<file path="config.mk">
export PLATFORM = sky130hd
export DESIGN_NAME = guard_reset_unit
export DESIGN_NICKNAME = d
export VERILOG_FILES = /design/src/core/guard_pkg.sv /design/src/core/guard_reset_unit.sv
export SDC_FILE = /design/constraint.sdc
export NUM_CORES = 1
export LEC_CHECK = 0
export ABC_AREA = 1
export BUFFER_PORTS_ARGS = -buffer_cell sky130_fd_sc_hd__buf_4
export CAP_MARGIN = 0
export CORE_UTILIZATION = 60
export CTS_CLUSTER_SIZE = 40
export DETAILED_ROUTE_END_ITERATION = 12
export GPL_ROUTABILITY_DRIVEN = 0
export PLACE_DENSITY = 0.81
export SLEW_MARGIN = 40
export SYNTH_ARGS = -nofsm -noshare
export SYNTH_HDL_FRONTEND = slang
export SYNTH_SLANG_ARGS = --single-unit
</file>
<file path="constraint.sdc">
create_clock -name i_sys_clk -period 2.8 [get_ports i_sys_clk]
set_input_delay 0.14 -clock i_sys_clk [delete_from_list [all_inputs] [get_ports i_sys_clk]]
set_output_delay 0.14 -clock i_sys_clk [all_outputs]
set_load 0.02 [all_outputs]
</file>
<file path="src/core/guard_pkg.sv">
// constants and carrier types for the guard timer and reset-cause unit
package guard_pkg;

    // ---------------------------------------------------------------
    // register map
    // ---------------------------------------------------------------
    localparam logic [7:0] REG_RESET_CAUSE   = 8'hEF;
    localparam logic [7:0] REG_GUARD_CONTROL = 8'hFF;

    // ---------------------------------------------------------------
    // guard control keys and fields
    // ---------------------------------------------------------------
    localparam logic [7:0] KEY_RESTART    = 8'hA5;
    localparam logic [7:0] KEY_DISABLE_1  = 8'hDE;
    localparam logic [7:0] KEY_DISABLE_2  = 8'hAD;
    localparam logic [7:0] KEY_LOCK       = 8'hFF;
    localparam int         GC_KEY_BIT     = 7;
    localparam int         GC_ACTIVE_BIT  = 4;
    localparam logic [2:0] INTERVAL_RESET = 3'h7;
    localparam logic [4:0] INTERVAL_BASE  = 5'h3;

    // ---------------------------------------------------------------
    // reset cause bit positions
    // ---------------------------------------------------------------
    localparam int RC_CONVERT  = 6;
    localparam int RC_COMPARE  = 5;
    localparam int RC_SOFTWARE = 4;
    localparam int RC_GUARD    = 3;
    localparam int RC_MISSING  = 2;
    localparam int RC_POWER_ON = 1;
    localparam int RC_PIN      = 0;
    localparam logic [6:0] CAUSE_POWER_ON_VALUE = 7'h02;

    // ---------------------------------------------------------------
    // timing
    // ---------------------------------------------------------------
    localparam int         CLK_PERIOD_NS      = 40;
    localparam int         HOLD_TIME_NS       = 480;
    localparam int         HOLD_CYCLES        = (HOLD_TIME_NS + CLK_PERIOD_NS - 1) / CLK_PERIOD_NS;
    localparam logic [2:0] DISABLE_WINDOW     = 3'h4;
    localparam int         PIN_MASK_CYCLES    = 3;

    // ---------------------------------------------------------------
    // carrier for the register port
    // ---------------------------------------------------------------
    typedef struct packed {
        logic       wr;
        logic       rd;
        logic [7:0] addr;
        logic [7:0] wdata;
    } bus_req_t;

endpackage

</file>
<file path="src/core/guard_reset_unit.sv">
// guard timer with keyed control and reset-cause recording
//
// Function
// - guard timer is a 21-bit counter on the system clock between restarts
// - overflow while enabled puts the whole chip into reset
// - after any system reset timer enabled, running, interval 111b
// - writing 0xA5 enables the timer and restarts the count
// - 0xDE then 0xAD within 4 cycles disables; otherwise ignored
// - writing 0xFF locks out disabling until next system reset
// - the 0xFF write neither enables nor restarts the timer
// - timeout is four to the power (3 + interval) clock periods
// - interval updates only on writes with bit 7 clear
// - control read gives interval in [2:0] and active state in bit 4
// - guard overflow reset leaves the external reset pin alone
// - cause bit 3 set when last reset was guard overflow
// - cause bit 6 enables convert-start input as active-low reset; reads cause
// - cause bit 5 enables comparator as active-low reset; reads cause
// - writing 1 to cause bit 4 forces internal reset, pin untouched
// - cause bit 2 enables missing-clock reset; reads cause
// - cause bit 1 selects supply monitor when its pin enables it
// - other flags may be anything while power-on flag reads one
// - writing 1 to cause bit 0 forces power-on reset, drives pin low
// - power-on flag cleared by every non power-on reset
`timescale 1ns/10ps
`default_nettype none

module guard_reset_unit
#(
    parameter int CNT_W = 21
)
(
    input  wire logic              i_sys_clk,
    input  wire logic              i_reset_n,
    input  wire guard_pkg::bus_req_t i_bus,
    output var  logic [7:0]        o_rd_data,
    input  wire logic              i_rst_pin_in,
    output var  logic              o_rst_pin_out,
    output var  logic              o_rst_pin_oe,
    input  wire logic              i_convert_start_input,
    input  wire logic              i_comparator_out,
    input  wire logic              i_missing_clock,
    input  wire logic              i_supply_low,
    input  wire logic              i_supply_monitor_enable_pin,
    output var  logic              o_sys_reset,
    output var  logic              o_guard_active
);
    import guard_pkg::*;

    // ---------------------------------------------------------------
    // input synchronisers
    // ---------------------------------------------------------------
    logic [5:0] async_raw;
    logic [5:0] sync1_q;
    logic [5:0] sync2_q;

    assign async_raw = {i_supply_monitor_enable_pin, i_supply_low, i_missing_clock,
                        i_comparator_out, i_convert_start_input, i_rst_pin_in};

    always_ff @(posedge i_sys_clk or negedge i_reset_n) begin
        if (!i_reset_n) begin
            sync1_q <= 6'h3F;
            sync2_q <= 6'h3F;
        end else begin
            sync1_q <= async_raw;
            sync2_q <= sync1_q;
        end
    end

    logic pin_s;
    logic convert_s;
    logic compare_s;
    logic missing_s;
    logic supply_low_s;
    logic monitor_pin_s;

    assign pin_s         = sync2_q[0];
    assign convert_s     = sync2_q[1];
    assign compare_s     = sync2_q[2];
    assign missing_s     = sync2_q[3];
    assign supply_low_s  = sync2_q[4];
    assign monitor_pin_s = sync2_q[5];

    // ---------------------------------------------------------------
    // register decode
    // ---------------------------------------------------------------
    logic       sys_reset_q;
    logic       wr_gc;
    logic       wr_rc;
    logic [7:0] wd;

    // writes are ignored while the chip is held in reset
    assign wd    = i_bus.wdata;
    assign wr_gc = i_bus.wr && !sys_reset_q && (i_bus.addr == REG_GUARD_CONTROL);
    assign wr_rc = i_bus.wr && !sys_reset_q && (i_bus.addr == REG_RESET_CAUSE);

    // ---------------------------------------------------------------
    // guard timer
    // ---------------------------------------------------------------
    logic             guard_en_q;
    logic             lock_q;
    logic [2:0]       interval_q;
    logic [2:0]       window_q;
    logic [CNT_W-1:0] count_q;
    logic [CNT_W-1:0] limit;
    logic [4:0]       shift_amt;
    logic             overflow;

    assign shift_amt = 5'((INTERVAL_BASE + {2'h0, interval_q}) << 1);
    assign limit     = CNT_W'(CNT_W'(1) << shift_amt) - CNT_W'(1);
    assign overflow  = guard_en_q && (count_q == limit);

    always_ff @(posedge i_sys_clk or negedge i_reset_n) begin
        if (!i_reset_n) begin
            guard_en_q <= 1'b1;
            lock_q     <= 1'b0;
            interval_q <= INTERVAL_RESET;
            window_q   <= 3'h0;
            count_q    <= '0;
        end else if (sys_reset_q) begin
            guard_en_q <= 1'b1;
            lock_q     <= 1'b0;
            interval_q <= INTERVAL_RESET;
            window_q   <= 3'h0;
            count_q    <= '0;
        end else begin
            if (guard_en_q) begin
                count_q <= count_q + CNT_W'(1);
            end
            if (window_q != 3'h0) begin
                window_q <= window_q - 3'h1;
            end
            if (wr_gc) begin
                // any other write closes the window
                window_q <= 3'h0;
                if (wd == KEY_RESTART) begin
                    guard_en_q <= 1'b1;
                    count_q    <= '0;
                end else if (wd == KEY_DISABLE_1) begin
                    window_q <= DISABLE_WINDOW;
                end else if (wd == KEY_DISABLE_2) begin
                    if (window_q != 3'h0 && !lock_q) begin
                        guard_en_q <= 1'b0;
                    end
                end else if (wd == KEY_LOCK) begin
                    lock_q <= 1'b1;
                end
                // interval written only with key bit clear
                if (!wd[GC_KEY_BIT]) begin
                    interval_q <= wd[2:0];
                end
            end
        end
    end

    // ---------------------------------------------------------------
    // reset source enables
    // ---------------------------------------------------------------
    logic convert_en_q;
    logic compare_en_q;
    logic missing_en_q;
    logic monitor_sel_q;

    always_ff @(posedge i_sys_clk or negedge i_reset_n) begin
        if (!i_reset_n) begin
            convert_en_q  <= 1'b0;
            compare_en_q  <= 1'b0;
            missing_en_q  <= 1'b0;
            monitor_sel_q <= 1'b1;
        end else if (sys_reset_q) begin
            convert_en_q  <= 1'b0;
            compare_en_q  <= 1'b0;
            missing_en_q  <= 1'b0;
            monitor_sel_q <= 1'b1;
        end else if (wr_rc) begin
            convert_en_q <= wd[RC_CONVERT];
            compare_en_q <= wd[RC_COMPARE];
            missing_en_q <= wd[RC_MISSING];
            if (monitor_pin_s) begin
                monitor_sel_q <= wd[RC_POWER_ON];
            end
        end
    end

    // ---------------------------------------------------------------
    // reset triggers
    // ---------------------------------------------------------------
    logic [PIN_MASK_CYCLES-1:0] pin_drive_hist_q;
    logic                       pin_masked;
    logic                       trig_supply;
    logic                       trig_por_sw;
    logic                       trig_pin;
    logic                       trig_convert;
    logic                       trig_compare;
    logic                       trig_missing;
    logic                       trig_soft;
    logic                       trig_any;
    logic                       hold_level;
    logic [6:0]                 cause_d;

    // own drive must not read back as a pin reset through the synchroniser
    assign pin_masked   = o_rst_pin_oe || (pin_drive_hist_q != '0);
    assign trig_supply  = supply_low_s && monitor_pin_s && monitor_sel_q;
    assign trig_por_sw  = wr_rc && wd[RC_PIN];
    assign trig_pin     = !pin_s && !pin_masked;
    assign trig_convert = convert_en_q && !convert_s;
    assign trig_compare = compare_en_q && !compare_s;
    assign trig_missing = missing_en_q && missing_s;
    assign trig_soft    = wr_rc && wd[RC_SOFTWARE];
    assign trig_any     = trig_supply || trig_por_sw || trig_pin || trig_convert ||
                          trig_compare || trig_missing || trig_soft || overflow;
    assign hold_level   = trig_supply || trig_pin;

    always_comb begin
        cause_d = 7'h00;
        if (trig_supply || trig_por_sw) begin
            // monitor and power-on share the flag
            cause_d[RC_POWER_ON] = 1'b1;
        end else if (trig_pin) begin
            cause_d[RC_PIN] = 1'b1;
        end else if (trig_convert) begin
            cause_d[RC_CONVERT] = 1'b1;
        end else if (trig_compare) begin
            cause_d[RC_COMPARE] = 1'b1;
        end else if (trig_missing) begin
            cause_d[RC_MISSING] = 1'b1;
        end else if (trig_soft) begin
            cause_d[RC_SOFTWARE] = 1'b1;
        end else begin
            cause_d[RC_GUARD] = overflow;
        end
    end

    // ---------------------------------------------------------------
    // reset sequencer
    // ---------------------------------------------------------------
    logic [7:0] hold_q;
    logic [6:0] cause_q;

    always_ff @(posedge i_sys_clk or negedge i_reset_n) begin
        if (!i_reset_n) begin
            sys_reset_q <= 1'b1;
            hold_q      <= 8'(HOLD_CYCLES);
        end else if (!sys_reset_q) begin
            if (trig_any) begin
                sys_reset_q <= 1'b1;
                hold_q      <= 8'(HOLD_CYCLES);
            end
        end else if (hold_level) begin
            hold_q <= 8'(HOLD_CYCLES);
        end else if (hold_q != 8'h00) begin
            hold_q <= hold_q - 8'h01;
        end else begin
            sys_reset_q <= 1'b0;
        end
    end

    // every non power-on reset rewrites the whole flag set
    // other flags cleared on power-on, a legal choice
    always_ff @(posedge i_sys_clk or negedge i_reset_n) begin
        if (!i_reset_n) begin
            cause_q <= CAUSE_POWER_ON_VALUE;
        end else if (!sys_reset_q && trig_any) begin
            cause_q <= cause_d;
        end
    end

    // ---------------------------------------------------------------
    // reset pin drive
    // ---------------------------------------------------------------
    always_ff @(posedge i_sys_clk or negedge i_reset_n) begin
        if (!i_reset_n) begin
            o_rst_pin_oe     <= 1'b1;
            o_rst_pin_out    <= 1'b0;
            pin_drive_hist_q <= '0;
        end else begin
            o_rst_pin_out    <= 1'b0;
            pin_drive_hist_q <= {pin_drive_hist_q[PIN_MASK_CYCLES-2:0], o_rst_pin_oe};
            if (!sys_reset_q && trig_any) begin
                // only power-on kinds drive the pin
                o_rst_pin_oe <= cause_d[RC_POWER_ON];
            end else if (!sys_reset_q) begin
                o_rst_pin_oe <= 1'b0;
            end else if (hold_q == 8'h00 && !hold_level) begin
                o_rst_pin_oe <= 1'b0;
            end
        end
    end

    // ---------------------------------------------------------------
    // read port and status outputs
    // ---------------------------------------------------------------
    always_ff @(posedge i_sys_clk or negedge i_reset_n) begin
        if (!i_reset_n) begin
            o_rd_data <= 8'h00;
        end else if (i_bus.rd && i_bus.addr == REG_GUARD_CONTROL) begin
            o_rd_data <= {3'h0, guard_en_q, 1'b0, interval_q};
        end else if (i_bus.rd && i_bus.addr == REG_RESET_CAUSE) begin
            // cause flags, bit 7 reads zero
            o_rd_data <= {1'b0, cause_q};
        end else begin
            o_rd_data <= 8'h00;
        end
    end

    always_ff @(posedge i_sys_clk or negedge i_reset_n) begin
        if (!i_reset_n) begin
            o_sys_reset    <= 1'b1;
            o_guard_active <= 1'b1;
        end else begin
            o_sys_reset    <= sys_reset_q;
            o_guard_active <= guard_en_q;
        end
    end

endmodule

`default_nettype wire

</file>
==> flow_metrics.env, run 1 <==
export IMPL_final_common_cell="nand2_1"
export IMPL_placed_cell_area_um2=4210
export IMPL_overflow=0
export IMPL_cts_setup_buffers=0
export IMPL_setup_tns_ns=0
export IMPL_fmax_mhz=491
export IMPL_synth_flop_cell="dfrtp_1"
export IMPL_relSlewSlack_pct=58.1
export IMPL_clock_path_buffers=2
export IMPL_clock_latency_ns=0.36
export IMPL_r2r_start="sys_reset_q$_DFF_PN1_"
export IMPL_cts_buffers=9
export IMPL_finClkSkew_ns=0.0113
export IMPL_dp_hpwl_mm=6.11
export IMPL_seq_area_frac_synth_pct=48.2
export IMPL_ir_drop_mv=0.540
export IMPL_port_buffers=35
export IMPL_whs_path_depth=3
export IMPL_worstPathArrival_ns=2.28
export IMPL_syn_cell_area_um2=3900
export IMPL_coreArea_um2=6310
export IMPL_syn_area_per_cell_um2=8.03
export IMPL_maxSlewViolCount=0
export IMPL_leakage_uw=0.00217
export IMPL_min_from="i_bus[2]"
export IMPL_place_inst=590
export IMPL_ys_types=39
export IMPL_p_per_area_nw_per_um2=747
export IMPL_status="complete, no violations"
export IMPL_grt_pass1_wl_mm=14.6
export IMPL_rows=29
export IMPL_crit_fanout=14
export IMPL_ios=38
export IMPL_r2r_cells=9
export IMPL_final_cell_mix="115 x nand2_1, 60 x inv_1, 56 x nor2_1, 50 x dfrtp_1, 39 x nand3_1"
export IMPL_crit_type="register to register"
export IMPL_tightest_slew_ns=0.628
export IMPL_vias_per_cell=5.62
export IMPL_drt_iter0_drc=195
export IMPL_design_area_um2=4470
export IMPL_yosysWarnings=0
export IMPL_n_antenna_cell=0
export IMPL_worst_ep_required_time_ns=3.04
export IMPL_final_setup_viol_count=0
export IMPL_dr_pass1_iters=5
export IMPL_die_x_um=82.7
export IMPL_final_cells=613
export IMPL_synth_edff_count=0
export IMPL_root_buffer="clkbuf_8"
export IMPL_area_delta_synth_final_pct=14.4
export IMPL_drv_cap=0
export IMPL_initial_core_util_pct=61.8
export IMPL_cts_max_level=3
export IMPL_finalPower_uw=3340
export IMPL_cts_tree="yes"
export IMPL_postCtsHoldBufs=7
export IMPL_antenna_found_initial=0
export IMPL_grt_pass1_vias=3285
export IMPL_path_clk_slew_ns=0.07
export IMPL_routedWlPerCell_um=14.0
export IMPL_post_route_period_util_pct=72.7
export IMPL_cp_end_kind="register"
export IMPL_min_path_type="input port to register"
export IMPL_cp_start_kind="register"
export IMPL_async_reset_ff_share_pct=100
export IMPL_startpoint="sys_reset_q$_DFF_PN1_"
export IMPL_grt_max_degree=75
export IMPL_die_area_um2=6830
export IMPL_drive_gt1_share_pct=18.3
export IMPL_cts_resized=0
export IMPL_syn_inst=486
export IMPL_fillers=502
export IMPL_ant_nets=0
export IMPL_clock_sinks=74
export IMPL_die_h_um=82.7
export IMPL_final_nets=562
export IMPL_post_route_min_period_ns=2.04
export IMPL_track_usage_pct=29.1
export IMPL_wl_mm=8.60
export IMPL_grt_setup_unrepaired="false"
export IMPL_finalHoldViolations=0
export IMPL_vias=3444
export IMPL_drc=0
export IMPL_ys_ff_latch=74
[worst paths after layout]
path,end,slack (ns)
max,hold_q[6]$_DFFE_PN0P_,0.76
min,interval_q[2]$_DFFE_PN1P_,0.06
max reg2reg,hold_q[6]$_DFFE_PN0P_,0.76
min reg2reg,sync2_q[4]$_DFF_PN1_,0.36
max in group asynchronous,hold_q[6]$_DFFE_PN0P_,2.01
min in group asynchronous,count_q[1]$_DFF_PN0_,0.35
[report_power, final]
group | switching [uW] | internal, uW | total, uW
clock network | 397 | 410 | 807
registers | 165 | 1290 | 1460
logic | 699 | 371 | 1070
[per-stage QoR]
step / hold WS [ns] / worst slack (ns) / utilization (%)
6_report: 0.0622 / 0.763 / 70.7
5_1_grt: 0.0803 / 0.595 / 70.7
4_1_cts: 0.0460 / 0.767 / 70.7
3_5_place_dp: 0.190 / 0.771 / 66.6
3_3_place_gp: 0.248 / 0.855 / 66.6
2_1_floorplan: -0.156 / 1.11 / -
[registers in the layout (all words and copies together), names as in the netlist]
register and flops:
cause_q 7, compare_en_q 1, convert_en_q 1, count_q 21, guard_en_q 1, hold_q 8
interval_q 3, lock_q 1, missing_en_q 1, monitor_sel_q 1, o_guard_active 1, o_rd_data 7
o_rst_pin_oe 1, o_sys_reset 1, pin_drive_hist_q 3, sync1_q 6, sync2_q 6, sys_reset_q 1
window_q 3
[layer usage]
layer,track usage (%),part of all wire [%],vias to the layer above
met5,0,0,-
met4,14.7,3.1,0
met3,6.48,6.1,30
met2,50.2,49,131
met1,33.9,41,1633
li1,-,-,1650
[cell usage after synthesis, drive strengths merged (4+ instances only)]
master	n	share of area, %
a21oi	6	0.77
buf	10	1.8
dfrtp	50	32
dfstp	24	16
ha	5	1.6
inv	64	6.2
nand2	119	12
nand3	41	5.7
nand4	21	3.4
nor2	61	6.3
nor3	12	1.7
nor4	6	1.3
o21ai	24	3.2
o22ai	4	0.64
or2	5	0.80
xnor2	6	1.3
xor2	13	2.9
[cells by family (layout without fill, tap and decap cells)]
kind of cell / after synthesis / in the layout / share of synthesized area, %
other cells: 2 / 4 / 0.192
buf+inv: 77 / 125 / 8.27
xor+xnor: 19 / 19 / 4.26
simple gates: 269 / 269 / 31.7
fa+ha+maj: 5 / 5 / 1.60
compound gates: 40 / 40 / 5.74
flops: 74 / 74 / 48.2
[worst max-delay path: stages (launching register included)]
cell	delay, ns
dfstp_2	0.70
nor2_1	0.14
nand4_1	0.15
nand3_1	0.13
nor2_1	0.14
nand3_1	0.10
nand2_2	0.22
nand3_2	0.20
nand2_1	0.11
nand2_1	0.05
[final cells by class]
| cell class | count | area, um^2 | share of cell area (%) |
|---|---|---|---|
| clock buffers | 11 | 131 | 2.94 |
| clock inverters | 5 | 57.6 | 1.29 |
| inverters | 66 | 248 | 5.55 |
| multi-input cells | 337 | 1710 | 38.2 |
| flip-flops and latches | 74 | 1880 | 42.1 |
| well taps | 77 | 96.3 | 2.16 |
| repair buffers | 43 | 344 | 7.71 |
No activity file was read; power rests on OpenSTA's default activity.
==> inputs of run 2 (changes only) <==
ABC_AREA = 0   (was 1)
CORE_UTILIZATION = 53   (was 60)
PLACE_DENSITY = 0.76   (was 0.81)
clock period = 1.7 ns   (was 2.8 ns; I/O delays follow)
==> flow_metrics.env, run 2 <==
export IMPL_worst_ep_required_time_ns=1.92
export IMPL_relSlewSlack_pct=66.0
export IMPL_grt_max_degree=42
export IMPL_maxSlewViolCount=0
export IMPL_dr_pass1_iters=4
export IMPL_largest_reg_flops=21
export IMPL_vias_per_cell=5.74
export IMPL_clock_path_buffers=2
export IMPL_yosys_top_cells_area="dfrtp_1 33%, dfstp_2 17%, nor2_1 4.2%, nand2_1 3.9%, xnor2_1 2.5%"
export IMPL_p_per_area_nw_per_um2=931
export IMPL_routedWlPerCell_um=17.3
export IMPL_yosysWarnings=0
export IMPL_async_reset_ff_share_pct=100
export IMPL_grt_pass1_wl_mm=16.5
export IMPL_top_regs="count_q: 21 flops, hold_q: 8 flops"
export IMPL_crit_type="register to register"
export IMPL_path_clk_slew_ns=0.07
export IMPL_syn_area_per_cell_um2=9.67
export IMPL_die_x_um=86.6
export IMPL_final_cell_mix="111 x buf_4, 50 x dfrtp_1, 39 x nor2_1, 37 x nand2_1, 24 x dfstp_2"
export IMPL_ir_drop_mv=0.601
export IMPL_synth_area_mux_share_pct=2.41
export IMPL_ios=38
export IMPL_fmax_mhz=441
export IMPL_die_area_um2=7500
export IMPL_violations="negative setup slack"
export IMPL_synth_top_area_cell="dfrtp_1"
export IMPL_ys_ff_latch=74
export IMPL_r2r_end="hold_q[0]$_DFFE_PN0P_"
export IMPL_synth_top_area_share_pct=33.0
export IMPL_antenna_found_initial=0
export IMPL_synth_xor_area_share_pct=4.85
export IMPL_yosys_area_share_adder_pct=1.65
export IMPL_setup_tns_ns=-8.78
export IMPL_post_route_period_util_pct=133
export IMPL_crit_fanout=8
export IMPL_die_h_um=86.6
export IMPL_cp_start_kind="register"
export IMPL_final_common_cell="buf_4"
export IMPL_startpoint="interval_q[2]$_DFFE_PN1P_"
export IMPL_drive_gt1_share_pct=41.4
export IMPL_drt_iter0_drc=255
export IMPL_synth_top_family_by_area="simple AND/OR/NAND/NOR gates"
export IMPL_wl_mm=10.7
export IMPL_finalWorstSetupSlack_ns=-0.567
export IMPL_synth_compound_area_share_pct=13.2
export IMPL_ys_types=66
export IMPL_overflow=0
export IMPL_ant_nets=0
export IMPL_initial_core_util_pct=55.2
export IMPL_leakage_uw=0.00244
export IMPL_syn_inst=392
export IMPL_coreArea_um2=6870
export IMPL_finClkSkew_ns=0.0115
export IMPL_n_antenna_cell=0
export IMPL_worstPathArrival_ns=2.49
export IMPL_min_from="i_bus[0]"
export IMPL_r2r_cells=6
export IMPL_critPathMaxStageDelay_ns=0.59
export IMPL_whs_endpoint="interval_q[0]$_DFFE_PN1P_"
export IMPL_final_setup_viol_count=28
export IMPL_yosysMostFrequentCell="dfrtp_1"
export IMPL_final_nets=548
export IMPL_synth_edff_count=0
export IMPL_rrSetupSlack_ns=-0.57
export IMPL_clock_sinks=74
export IMPL_seq_area_frac_synth_pct=49.6
export IMPL_min_path_type="input port to register"
export IMPL_clock_latency_ns=0.36
export IMPL_cts_tree="yes"
export IMPL_synthSimpleGateAreaFrac_pct=24.0
export IMPL_track_usage_pct=29.1
export IMPL_synth_flop_cell="dfrtp_1"
export IMPL_vias=3550
export IMPL_post_route_min_period_ns=2.27
export IMPL_dp_hpwl_mm=6.71
export IMPL_finalHoldViolations=0
export IMPL_tightest_slew_ns=0.510
export IMPL_crit_top_cell="o21ai_1"
export IMPL_cts_buffers=9
export IMPL_cts_max_level=3
export IMPL_grt_pass1_vias=3505
export IMPL_r2r_start="interval_q[2]$_DFFE_PN1P_"
export IMPL_cp_end_kind="register"
export IMPL_regMostFlops="count_q"
export IMPL_syn_cell_area_um2=3790
export IMPL_root_buffer="clkbuf_8"
export IMPL_finalPower_uw=5090
export IMPL_drc=0
export IMPL_grt_setup_unrepaired="true"
export IMPL_fillers=421
export IMPL_area_delta_synth_final_pct=44.3
export IMPL_port_buffers=35
export IMPL_synthTopCellsByCount="50 x dfrtp_1, 42 x nor2_1, 39 x nand2_1, 24 x dfstp_2, 18 x o21ai_0"
export IMPL_status="finished, violations left"
export IMPL_rows=30
export IMPL_critical_path_slowest_cell="dfstp_2"
export IMPL_drv_cap=0
export IMPL_whs_path_depth=3
export IMPL_cp_cell_sequence="o21ba_2 > a2111oi_4 > o21ai_1 > or4_4 > o211ai_4 > o21ai_1"
-- run 2: cells by family after synthesis --
group	after synthesis
AND/OR/NAND/NOR	173
XOR/XNOR	21
other	2
multiplexers	9
AO/OA/AOI/OAI	71
adder cells (fa/ha/maj)	5
buffers and inverters	37
flip-flops	74
-- run 2: power breakdown --
group	internal, uW	switching (uW)
Sequential	1970	109
Combinational	712	726
Clock	911	668
-- run 2: area by class of cell --
type / instances / area [um^2] / area share [%]
sequential: 74 / 1880 / 34.4
timing repair buffer: 132 / 1070 / 19.6
clock buffer: 12 / 155 / 2.84
clock inverter: 4 / 73.8 / 1.35
multi-input combinational: 284 / 2110 / 38.5
inverter: 16 / 61.3 / 1.12
tap: 96 / 120 / 2.20
-- run 2: routing by layer --
metal  vias up  routed length [um]  share of wire (%)  GRT usage [%]
li1       1642                   -                  -              -
met4         0                 231                2.2           13.6
met1      1769                4440                 42           35.6
met2       115                5530                 52           49.8
met3        24                 492                4.6           5.43
met5         -                   0                  0              0
-- run 2: worst max-delay path by stage --
stage,to,slack [ns],cells after the start
finish,hold_q[0]$_DFFE_PN0P_,-0.57,6
global route,hold_q[0]$_DFFE_PN0P_,-0.62,7
CTS,hold_q[0]$_DFFE_PN0P_,-0.52,6
detailed placement,hold_q[0]$_DFFE_PN0P_,-0.62,6
global placement,hold_q[4]$_DFFE_PN0P_,-0.48,6
floorplan,hold_q[4]$_DFFE_PN0P_,-0.36,6
-- run 2: critical path: cells and delay by family (launching register included) --
kind               cells  cell delay (ns)
DFF                    1             0.59
AOI/OAI and AO/OA      5             1.07
and+or+nand+nor        1             0.47
-- run 2: metrics by stage --
step / hold slack, ns / setup WS, ns / cell area [um^2] / util, % / cells
after floorplan: -0.211 / -0.356 / 3930 / - / 394
after global placement: 0.0897 / -0.481 / 4740 / 69.1 / 578
after detailed placement: 0.0917 / -0.616 / 4740 / 69.1 / 578
after CTS: 0.0349 / -0.519 / 5310 / 77.3 / 613
after global routing: 0.0866 / -0.623 / 5470 / 79.7 / 618
final: 0.0713 / -0.567 / 5470 / 79.7 / 618
-- run 2: what timing repair did --
item / 4_1_cts / 5_1_grt
pin swaps: 11 / 26
endpoints found under the hold margin: 39 / 0
gates cloned: 1 / 0
endpoints found under the setup margin: 27 / 44
setup buffers: 8 / 7
hold buffers: 11 / 0
resized for setup: 38 / 26
==> inputs of run 3 (changes only) <==
SETUP_SLACK_MARGIN = 0.15   (was not set)
==> flow_metrics.env, run 3 (synthesis gave the netlist of run 2 again) <==
export IMPL_placed_cell_area_um2=4790
export IMPL_relSlewSlack_pct=64.9
export IMPL_ir_drop_mv=0.467
export IMPL_clock_sinks=74
export IMPL_coreArea_um2=6870
export IMPL_hold_slack_ns=0.0159
export IMPL_overflow=0
export IMPL_min_path_type="input port to register"
export IMPL_path_clk_slew_ns=0.09
export IMPL_ant_nets=0
export IMPL_cts_tree="yes"
export IMPL_post_route_period_util_pct=136
export IMPL_postLayoutCoreUtil_pct=84.0
export IMPL_regMostFlops="count_q"
export IMPL_worstPathArrival_ns=2.55
export IMPL_antenna_found_initial=0
export IMPL_initial_core_util_pct=55.2
export IMPL_drc=0
export IMPL_p_per_area_nw_per_um2=960
export IMPL_ios=38
export IMPL_grt_max_degree=41
export IMPL_crit_type="register to register"
export IMPL_leakage_uw=0.00258
export IMPL_fmax_mhz=432
export IMPL_die_x_um=86.6
export IMPL_finalWorstSetupSlack_ns=-0.615
export IMPL_critPathBufInv=1
export IMPL_grt_setup_unrepaired="true"
export IMPL_design_area_um2=5770
export IMPL_n_antenna_cell=0
export IMPL_post_route_min_period_ns=2.31
export IMPL_die_h_um=86.6
export IMPL_wl_mm=12.8
export IMPL_dr_pass1_iters=7
export IMPL_critical_path_slowest_cell="or4_4"
export IMPL_cp_depth=6
export IMPL_vias_per_cell=6.16
export IMPL_rrSetupSlack_ns=-0.61
export IMPL_crit_fanout=8
export IMPL_cp_start_kind="register"
export IMPL_r2r_cells=6
export IMPL_rows=30
export IMPL_place_inst=574
export IMPL_clock_path_buffers=2
export IMPL_tightest_slew_ns=0.527
export IMPL_worst_ep_required_time_ns=1.94
export IMPL_cp_end_kind="register"
export IMPL_track_usage_pct=29.8
export IMPL_cp_cell_sequence="inv_2 > o2111ai_1 > a2111o_1 > or4_4 > o211ai_4 > o21ai_0"
export IMPL_port_buffers=35
export IMPL_final_setup_viol_count=27
export IMPL_area_delta_synth_final_pct=52.1
export IMPL_cts_max_level=3
export IMPL_drive_gt1_share_pct=47.6
export IMPL_final_cells=621
export IMPL_cts_buffers=9
export IMPL_largest_reg_flops=21
export IMPL_dp_worst_setup_slack_ns=-0.569
export IMPL_finalHoldViolations=0
export IMPL_critPathMaxStageDelay_ns=0.58
export IMPL_final_nets=551
export IMPL_maxSlewViolCount=0
export IMPL_finClkSkew_ns=0.0168
export IMPL_vias=3825
export IMPL_drv_cap=0
export IMPL_dp_hpwl_mm=6.94
export IMPL_final_cell_mix="105 x buf_4, 50 x dfrtp_1, 33 x nor2_1, 31 x nand2_1, 24 x dfstp_2"
export IMPL_drt_iter0_drc=440
export IMPL_violations="negative setup slack"
export IMPL_root_buffer="clkbuf_8"
export IMPL_crit_family="compound AO/OA/AOI/OAI gates"
export IMPL_routedWlPerCell_um=20.6
export IMPL_grt_pass1_wl_mm=16.9
export IMPL_whs_path_depth=3
export IMPL_die_area_um2=7500
export IMPL_final_common_cell="buf_4"
export IMPL_grt_pass1_vias=3421
export IMPL_top_regs="count_q: 21 flops, hold_q: 8 flops"
export IMPL_clock_latency_ns=0.37
export IMPL_status="finished, violations left"
[run 3: changes by cell type in the layout (fill, tap and decap cells not counted), sizes merged]
| cell | delta |
|---|---|
| buf | +3 |
| bufinv | +1 |
| clkbuf | -1 |
| clkinvlp | +1 |
| clkinv | +1 |
| dlygate4sd3 | -3 |
| dlymetal6s4s | +1 |
[run 3: power by group]
part           leakage [uW]  switching [uW]  total, uW  internal (uW)
Clock              0.000120             730       1710            975
Sequential         0.000946             117       2080           1970
Combinational       0.00152             915       1750            835
Total               0.00258            1760       5540           3780
[run 3: layout make-up]
| type | instances | area, um^2 |
|---|---|---|
| Tap cell | 96 | 120 |
| Timing Repair Buffer | 135 | 1170 |
| Inverter | 16 | 72.6 |
| Clock buffer | 9 | 124 |
| Sequential cell | 74 | 1880 |
| Multi-Input combinational cell | 284 | 2280 |
| Fill cell | 336 | 1100 |
| Clock inverter | 7 | 116 |
[run 3: final timing paths]
path | startpoint | to
max reg2reg | interval_q[1]$_DFFE_PN1P_ | hold_q[7]$_DFFE_PN0P_
min | i_bus[1] | monitor_sel_q$_DFFE_PN1P_
min reg2reg | sync1_q[3]$_DFF_PN1_ | sync2_q[3]$_DFF_PN1_
max in group asynchronous | i_reset_n | interval_q[2]$_DFFE_PN1P_
max | interval_q[1]$_DFFE_PN1P_ | hold_q[7]$_DFFE_PN0P_
min in group asynchronous | i_reset_n | window_q[1]$_DFFE_PN0P_
[run 3: metrics by stage]
step | power [uW] | setup TNS, ns
5_1_grt | 5710 | -11.50
3_3_place_gp | 3270 | -7.04
4_1_cts | 5120 | -7.36
2_1_floorplan | 2740 | -4.53
3_5_place_dp | 3300 | -8.64
6_report | 5540 | -9.56
[run 3: worst register-to-register path, stage by stage, from the launching register on]
cell,delay (ns)
dfstp_2,0.43
inv_2,0.12
o2111ai_1,0.16
a2111o_1,0.44
or4_4,0.58
o211ai_4,0.31
o21ai_0,0.13
[run 3: what timing repair did]
action / 4_1_cts / 5_1_grt
hold endpoints to repair: 40 / 0
hold buffers: 9 / 0
cloned: 1 / 3
gates resized for setup: 45 / 64
pin swaps: 22 / 17
buffers inserted: 9 / 9
setup endpoints to repair: 48 / 47
[run 3: per-layer routing]
layer	track usage (%)	vias to the layer above	share of wire [%]
met5	0	-	0
met4	11.8	0	4.7
met3	5.43	66	9.3
met2	47.5	274	48
met1	40.7	1836	38
li1	-	1649	-
